## config.mk

```make
export PLATFORM = sky130hd
export DESIGN_NAME = exception_vector_table_map
export DESIGN_NICKNAME = d
export VERILOG_FILES = /design/src/vtmap_pkg.sv /design/src/vtmap_if.sv /design/src/exception_vector_table_map.sv /design/src/vtmap_addr_calc.sv /design/src/vtmap_base_reg.sv
export VERILOG_INCLUDE_DIRS = /design/src
export SDC_FILE = /design/constraint.sdc
export NUM_CORES = 2
export LEC_CHECK = 0
export BUFFER_PORTS_ARGS = -buffer_cell sky130_fd_sc_hd__buf_2
export CAP_MARGIN = 0
export CORE_MARGIN = 2
export CORE_UTILIZATION = 60
export CTS_CLUSTER_DIAMETER = 40
export CTS_CLUSTER_SIZE = 20
export DETAILED_ROUTE_END_ITERATION = 8
export PLACE_DENSITY = 0.78
export SYNTH_ARGS = -nofsm -noshare
export SYNTH_HDL_FRONTEND = slang
export SYNTH_SLANG_ARGS = --single-unit
```

## constraint.sdc

```tcl
create_clock -name clk_sys -period 3.05 [get_ports clk_sys]
set_clock_uncertainty 0.05 [all_clocks]
set_input_delay 0.1525 -clock clk_sys [delete_from_list [all_inputs] [get_ports clk_sys]]
set_output_delay 0.1525 -clock clk_sys [all_outputs]
set_load 0.05 [all_outputs]
```

## src/vtmap_defs.svh

```systemverilog
// How it works
// [RQ1] reset fetch takes the initial stack pointer from table entry zero
// [RQ2] nonmaskable uses vector 2, offset 0x8, priority -2, four raising sources
// [RQ3] bus fault uses vector 5, offset 0x14, precise sync, imprecise async
// [RQ4] memory access error or uncorrectable ram or flash error raises bus fault
// [RQ5] all programmable priorities leave reset at value 0
// [RQ6] peripheral vectors 16 to 107 each own a slot relative to base
// [RQ7] system vectors 1 to 15 each own a slot relative to base
// [RQ8] any system reset forces the table base to zero
// [RQ9] relocated base must lie between 0x200 and 0x3FFFFE00 inclusive
// [RQ10] base offset is a multiple of 512, low nine bits zero
// [RQ11] only privileged writes may change the table base
// [RQ12] handler fetched at base plus four times vector; reset -3, hard fault -1
`ifndef VTMAP_DEFS_SVH
`define VTMAP_DEFS_SVH
`define VEC_STACK 7'h00
`define VEC_RESET 7'h01
`define VEC_NMI 7'h02
`define VEC_HARD 7'h03
`define VEC_MEMMGT 7'h04
`define VEC_BUSFAULT 7'h05
`define VEC_USAGE 7'h06
`define VEC_SVCALL 7'h0B
`define VEC_DEBUG 7'h0C
`define VEC_PENDSV 7'h0E
`define VEC_SYSTICK 7'h0F
`define VEC_PERIPH_FIRST 7'h10
`define VEC_PERIPH_LAST 7'h6B
`define OFS_NMI 32'h0000_0008
`define OFS_BUSFAULT 32'h0000_0014
`define BASE_RESET 32'h0000_0000
`define BASE_MIN 32'h0000_0200
`define BASE_MAX 32'h3FFF_FE00
`define BASE_ALIGN_BITS 9
`define PRIO_RESET 8'shFD
`define PRIO_NMI 8'shFE
`define PRIO_HARD 8'shFF
`define PRIO_DEFAULT 8'h00
`endif

```

## src/vtmap_pkg.sv

```systemverilog
package vtmap_pkg;
    typedef enum logic [1:0] {
        FETCH_IDLE,
        FETCH_STACK,
        FETCH_RESET_VEC,
        FETCH_RUN
    } fetch_state_e;
    typedef logic [6:0] vec_num_t;
endpackage : vtmap_pkg

```

## src/vtmap_if.sv

```systemverilog
`timescale 1ns/1ps
`default_nettype none
// base register to lookup unit
interface vtmap_if;
    logic [31:0] base;
    logic [6:0] vec;
    logic [31:0] addr;
    logic req;
    logic valid;
    modport src(output base, output vec, output req, input addr, input valid);
    modport calc(input base, input vec, input req, output addr, output valid);
endinterface : vtmap_if
`default_nettype wire

```

## src/exception_vector_table_map.sv

```systemverilog
`timescale 1ns/1ps
`default_nettype none
`include "vtmap_defs.svh"
module exception_vector_table_map #(
    parameter int NUM_PERIPH = 92
) (
    input wire logic clk_sys,
    input wire logic sys_rst,
    input wire logic clock_fail,
    input wire logic control_interrupt_expansion_err,
    input wire logic external_nonmaskable_pin_input,
    input wire logic nonmaskable_watchdog_timeout,
    input wire logic mem_access_err,
    input wire logic mem_access_precise,
    input wire logic ram_uncorrectable,
    input wire logic flash_uncorrectable,
    input wire logic vtor_wr_en,
    input wire logic vtor_wr_priv,
    input wire logic [31:0] vtor_wr_data,
    input wire logic lookup_req,
    input wire logic [6:0] lookup_vec,
    input wire logic [7:0] prio_wr_en_vec,
    input wire logic [6:0] prio_wr_vec,
    input wire logic [7:0] prio_wr_data,
    output logic [31:0] vector_base_offset_register,
    output logic vtor_reject,
    output logic boot_fetch_stack,
    output logic boot_fetch_reset,
    output logic [31:0] fetch_addr,
    output logic fetch_valid,
    output logic [6:0] fetch_vec,
    output logic nmi_req,
    output logic busfault_sync,
    output logic busfault_async,
    output logic [7:0] active_prio
);
    // ------------------------------------------------
    // state
    // ------------------------------------------------
    typedef struct packed {
        vtmap_pkg::fetch_state_e st;
        logic [6:0] vec;
        logic pend;
        logic [6:0] out_vec;
        logic nmi;
        logic pin_s1;
        logic pin_s2;
        logic bf_sync;
        logic bf_async;
        logic boot_stack;
        logic boot_reset;
        logic [7:0] prio;
        logic [NUM_PERIPH+15:0][7:0] prio_tab;
    } st_s;
    st_s s_q;
    st_s s_d;
    logic [31:0] base_w;
    logic reject_w;
    vtmap_if lk();
    // ------------------------------------------------
    // base register and address calculator
    // ------------------------------------------------
    vtmap_base_reg u_base (
        .clk_sys(clk_sys),
        .sys_rst(sys_rst),
        .wr_en(vtor_wr_en),
        .wr_priv(vtor_wr_priv),
        .wr_data(vtor_wr_data),
        .base_q(base_w),
        .reject_q(reject_w)
    );
    assign lk.base = base_w;
    assign lk.vec = s_q.vec;
    assign lk.req = s_q.pend;
    vtmap_addr_calc u_calc (
        .clk_sys(clk_sys),
        .sys_rst(sys_rst),
        .lk(lk)
    );
    // fixed and programmable priority of a vector
    function automatic logic [7:0] prio_of(input logic [6:0] v,
                                           input logic [NUM_PERIPH+15:0][7:0] t);
        logic [7:0] p;
        p = `PRIO_DEFAULT;
        case (v)
            `VEC_RESET: p = `PRIO_RESET; // RQ12
            `VEC_NMI: p = `PRIO_NMI; // RQ2
            `VEC_HARD: p = `PRIO_HARD; // RQ12
            default: begin
                if (v <= `VEC_PERIPH_LAST) p = t[v]; // RQ5
            end
        endcase
        return p;
    endfunction : prio_of
    // ------------------------------------------------
    // next state
    // ------------------------------------------------
    always_comb begin
        s_d = s_q;
        s_d.pend = 1'b0;
        s_d.boot_stack = 1'b0;
        s_d.boot_reset = 1'b0;
        // pin input through two flip-flops before use
        s_d.pin_s1 = external_nonmaskable_pin_input;
        s_d.pin_s2 = s_q.pin_s1;
        // nonmaskable sources
        s_d.nmi = clock_fail | control_interrupt_expansion_err
                | s_q.pin_s2 | nonmaskable_watchdog_timeout; // RQ2
        // bus fault sources, split by precision
        s_d.bf_sync = mem_access_err & mem_access_precise; // RQ3 RQ4
        s_d.bf_async = (mem_access_err & ~mem_access_precise)
                     | ram_uncorrectable | flash_uncorrectable; // RQ3 RQ4
        if (prio_wr_en_vec[0] && (prio_wr_vec > `VEC_HARD)
                && (prio_wr_vec <= `VEC_PERIPH_LAST)) begin
            s_d.prio_tab[prio_wr_vec] = prio_wr_data;
        end
        case (s_q.st)
            vtmap_pkg::FETCH_IDLE: begin
                s_d.vec = `VEC_STACK; // RQ1
                s_d.pend = 1'b1;
                s_d.st = vtmap_pkg::FETCH_STACK;
            end
            vtmap_pkg::FETCH_STACK: begin
                s_d.boot_stack = 1'b1; // stack word fetched this edge
                s_d.vec = `VEC_RESET; // RQ7
                s_d.pend = 1'b1;
                s_d.st = vtmap_pkg::FETCH_RESET_VEC;
            end
            vtmap_pkg::FETCH_RESET_VEC: begin
                s_d.boot_reset = 1'b1; // reset handler fetched this edge
                s_d.st = vtmap_pkg::FETCH_RUN;
            end
            vtmap_pkg::FETCH_RUN: begin
                if (s_q.nmi) begin
                    s_d.vec = `VEC_NMI; // RQ2
                    s_d.pend = 1'b1;
                end else if (s_q.bf_sync || s_q.bf_async) begin
                    s_d.vec = `VEC_BUSFAULT; // RQ3
                    s_d.pend = 1'b1;
                end else if (lookup_req) begin
                    s_d.vec = lookup_vec; // RQ6 RQ7
                    s_d.pend = 1'b1;
                end
            end
            default: s_d.st = vtmap_pkg::FETCH_IDLE;
        endcase
        // vector and priority line up with the fetched address
        if (s_q.pend) begin
            s_d.out_vec = s_q.vec;
            s_d.prio = prio_of(s_q.vec, s_q.prio_tab); // RQ2 RQ12
        end
    end
    // ------------------------------------------------
    // registers
    // ------------------------------------------------
    always_ff @(posedge clk_sys) begin
        if (sys_rst) begin
            s_q <= '0; // RQ5 RQ8
        end else begin
            s_q <= s_d;
        end
    end
    // ------------------------------------------------
    // outputs, each from a flip-flop
    // ------------------------------------------------
    assign vector_base_offset_register = base_w;
    assign vtor_reject = reject_w;
    assign fetch_addr = lk.addr; // RQ12
    assign fetch_valid = lk.valid;
    assign fetch_vec = s_q.out_vec;
    assign boot_fetch_stack = s_q.boot_stack;
    assign boot_fetch_reset = s_q.boot_reset;
    assign nmi_req = s_q.nmi;
    assign busfault_sync = s_q.bf_sync;
    assign busfault_async = s_q.bf_async;
    assign active_prio = s_q.prio;
endmodule : exception_vector_table_map
`default_nettype wire

```

## src/vtmap_addr_calc.sv

```systemverilog
`timescale 1ns/1ps
`default_nettype none
`include "vtmap_defs.svh"
module vtmap_addr_calc (
    input wire logic clk_sys,
    input wire logic sys_rst,
    vtmap_if.calc lk
);
    typedef struct packed {
        logic [31:0] addr;
        logic valid;
    } st_s;
    st_s s_q;
    st_s s_d;
    // base plus four times vector, numbers above 107 get no valid
    always_comb begin
        s_d.addr = lk.base + {23'h000000, lk.vec, 2'b00}; // RQ12 RQ6 RQ7
        s_d.valid = lk.req && (lk.vec <= `VEC_PERIPH_LAST); // only a real request answers
    end
    always_ff @(posedge clk_sys) begin
        if (sys_rst) begin
            s_q <= '{addr: `BASE_RESET, valid: 1'b0};
        end else begin
            s_q <= s_d;
        end
    end
    assign lk.addr = s_q.addr;
    assign lk.valid = s_q.valid;
endmodule : vtmap_addr_calc
`default_nettype wire

```

## src/vtmap_base_reg.sv

```systemverilog
`timescale 1ns/1ps
`default_nettype none
`include "vtmap_defs.svh"
module vtmap_base_reg (
    input wire logic clk_sys,
    input wire logic sys_rst,
    input wire logic wr_en,
    input wire logic wr_priv,
    input wire logic [31:0] wr_data,
    output logic [31:0] base_q,
    output logic reject_q
);
    typedef struct packed {
        logic [31:0] base;
        logic reject;
    } st_s;
    st_s s_q;
    st_s s_d;
    logic in_range;
    // --------------------------------
    // range and alignment check
    // --------------------------------
    always_comb begin
        in_range = (wr_data >= `BASE_MIN) && (wr_data <= `BASE_MAX); // RQ9
        s_d = s_q;
        s_d.reject = 1'b0;
        if (wr_en) begin
            if (wr_priv && in_range) begin // RQ11
                s_d.base = {wr_data[31:`BASE_ALIGN_BITS], 9'h000}; // RQ10
            end else begin
                s_d.reject = 1'b1;
            end
        end
    end
    always_ff @(posedge clk_sys) begin
        if (sys_rst) begin
            s_q <= '{base: `BASE_RESET, reject: 1'b0}; // RQ8
        end else begin
            s_q <= s_d;
        end
    end
    assign base_q = s_q.base;
    assign reject_q = s_q.reject;
endmodule : vtmap_base_reg
`default_nettype wire

```

==> qor.txt <==
status: finished clean
CP max FO: 21
Final Instance Count excl. Fillers: 5606
Initial Util: 60.69%
Comb pwr share: 8.2%
die height: 267.6 um
Post-DP HPWL: 74340 um
Total Neg Setup Slack: 0 ns
Worst-Margin Slew: 1.074 ns
GR Util All Layers: 34.35%
antenna violations before repair: 9
largest net degree at the start of global routing: 189
first-pass GRT wire length: 194000 um
DR vias: 35890
Tcrit/Tclk final: 98.11%
Yosys top cell by area: dfxtp_1
Detail Route Antenna Nets: 0
Pwr Density: 615.7 nW/um^2
Fin. Hold Viols: 0
clk_lat worst skew: 0.69 ns
post-route cell area: 47870 sq um
ys flop type: dfxtp_1
root buf cell: clkbuf_16
placed inst area: 43240 sq um
vias in the first global route: 34460
Leakage Power: 16.01 nW
Worst slew margin: 28.24%
RSZ-0062 raised after global routing: no
vias per cell: 6.402
Final Max Slew Viols: 0
DRT Pass-1 Iters: 6
Reg clk slew, reported paths: 0.06 ns
Placed Instances: 5337
CP endpoint kind: flop
async set-or-reset flop fraction in the synthesized netlist: 0%
CTS tree: done
Layout area overhead: 14.81%
DR WL/cell: 22.44 um
internal power: 21.60 mW
Sequential Power Share: 42.8%
Clock Power Share: 49.0%
synthesized area: 41690 sq um
clock buffer depth: 3
total CTS buffers: 115
number of core rows: 96
Die X: 267.6 um
final core occ: 69.67%
Setup WS post-layout: 0.05768 ns
DR iter-0 viols: 4997
worst hold path class: in -> reg
GRT overflow: 0
setup violators final: 0
Critical Path RT: 3.52 ns
total die area: 71620 sq um
number of synthesized flops with an enable pin: 0
P_sw: 7.869 mW
# DRC: 0
max_cap viols: 0
I/O Buffers: 142
Mapped Avg Cell Area: 9.112 sq um
pre-CTS setup slack: 0.2181 ns
Worst setup SP type: flop
data arrival time of the worst path: 3.46 ns
share of the synthesized area in the top cell type: 45.66%
Worst Path Class, Setup: reg -> reg
gpl congestion: 0.8836
Fmax: 0.3342 GHz
Synth area leaders: dfxtp_1, mux4_2, mux2i_1
CTS Hold Bufs: 50
DRT Wirelength: 125800 um
Netlist cell types: 73
nets: 4655
worst-case vdd ir drop: 0.0004802 V
Yosys warning count: 0
synthesized flop and latch total: 951
minimum clock period: 2.992 ns
CORE AREA: 68710 sq um
Sw Share: 26.70%
clock sink total: 951
Mapped Cells: 4576
layout cell share with drive strength beyond 1: 16.44%
post-cts sizing count: 0
Seq/Total Area, Yosys: 45.66%
H-Tree Depth: 3
Post-CTS Setup Inserts: 0
I/O pin cnt: 161
==> synthesized netlist by cell type, types with 10 or more instances <==
| library cell | number |
|---|---|
| dfxtp_1 | 951 |
| nand2_1 | 711 |
| a21oi_1 | 625 |
| nand3_1 | 600 |
| mux2i_1 | 335 |
| clkbuf_1 | 305 |
| nor2_1 | 303 |
| mux4_2 | 188 |
| nor2b_1 | 85 |
| buf_4 | 66 |
| buf_1 | 57 |
| buf_2 | 46 |
| o21ai_0 | 35 |
| o221ai_1 | 22 |
| a22o_1 | 15 |
| buf_6 | 15 |
| a22oi_1 | 14 |
| nand2b_1 | 13 |
| a211oi_1 | 12 |
| a31oi_1 | 11 |
| nor3_1 | 10 |
| o22ai_1 | 10 |
==> worst max-delay path, stage by stage (launching register included) <==
cell and delay (ns):
dfxtp_4 0.66, buf_4 0.43, mux2i_1 0.24, o221ai_1 0.21, a211oi_1 0.50, a211oi_1 0.08
o21ai_0 0.48, a311oi_1 0.17
==> cell usage in the layout (no fill, tap or decap), types with 11 or more instances in the layout <==
cell	instances
a22o_1	15
buf_4	139
nor2_4	12
inv_6	20
buf_2	133
dfxtp_1	946
nor2_1	293
clkinv_8	18
mux2i_1	335
a211oi_1	12
o21ai_0	35
nand2b_1	13
nor2b_1	83
mux4_2	188
a31oi_1	11
a22oi_1	14
o221ai_1	22
nand3_1	600
conb_1	11
buf_12	38
clkbuf_16	116
nand2_1	711
bufinv_16	11
dlygate4sd3_1	50
a21oi_1	625
clkinv_2	12
==> power groups by stage <==
stage | registers (mW) | clock network, mW | logic (mW)
after global routing | 12.6 | 15.0 | 2.53
after CTS | 12.6 | 14.5 | 2.37
after global placement | 12.9 | 0 | 2.30
after floorplan | 12.9 | 0 | 1.70
final | 12.6 | 14.5 | 2.42
after detailed placement | 12.9 | 0 | 2.31
==> layer usage <==
layer | track usage, % | share of wire (%) | up-vias
li1 | - | - | 16080
met1 | 44.79 | 39 | 17260
met2 | 53.72 | 45 | 2137
met3 | 7.852 | 11 | 406
met4 | 17.32 | 4.7 | 8
met5 | 0 | 0.039 | -
==> final cells by class <==
| type | count | area (sq um) |
|---|---|---|
| timing repair buffer | 361 | 2985 |
| tap | 931 | 1165 |
| clock buffer | 125 | 2967 |
| clock inverter | 90 | 1147 |
| antenna | 4 | 10.01 |
| fill | 4964 | 20840 |
| sequential | 951 | 19050 |
| multi-input combinational | 3138 | 20520 |
| inverter | 6 | 22.52 |
==> logic make-up after synthesis <==
family	share of synthesized area [%]
multiplexers	18.94
buffers and inverters	5.519
AND/OR/NAND/NOR	19.26
adder cells (fa/ha/maj)	0.2100
AO/OA/AOI/OAI	10.39
other	0.008994
flip-flops	45.66
==> worst paths after layout <==
check                  start        endpoint  slack (ns)  depth (start not counted)
max                lk.vec[1]  active_prio[2]        0.06                          7
min          prio_wr_data[5]        s_q[525]        0.03                          3
max reg2reg        lk.vec[1]  active_prio[2]        0.06                          7
min reg2reg         s_q[298]        s_q[298]        0.40                          2
==> state kept, by name (all words and copies together), names as in the netlist <==
register / count
active_prio: 8
fetch_vec: 7
s_d: 1
boot_fetch_reset: 1
busfault_sync: 1
boot_fetch_stack: 1
u_calc.lk.valid: 1
u_base.reject_q: 1
u_base.base_q: 23
lk.req: 1
lk.vec: 7
s_q: 867
nmi_req: 1
u_calc.lk.addr: 30
busfault_async: 1
==> per-stage QoR <==
| step | hold WS [ns] | power [mW] |
|---|---|---|
| after floorplan | 0.2163 | 14.58 |
| after global placement | 0.3174 | 15.17 |
| after detailed placement | 0.3211 | 15.19 |
| after CTS | 0.001523 | 29.44 |
| after global routing | 0.04767 | 30.17 |
| final | 0.03156 | 29.47 |
(Power assumes the default switching activity.)
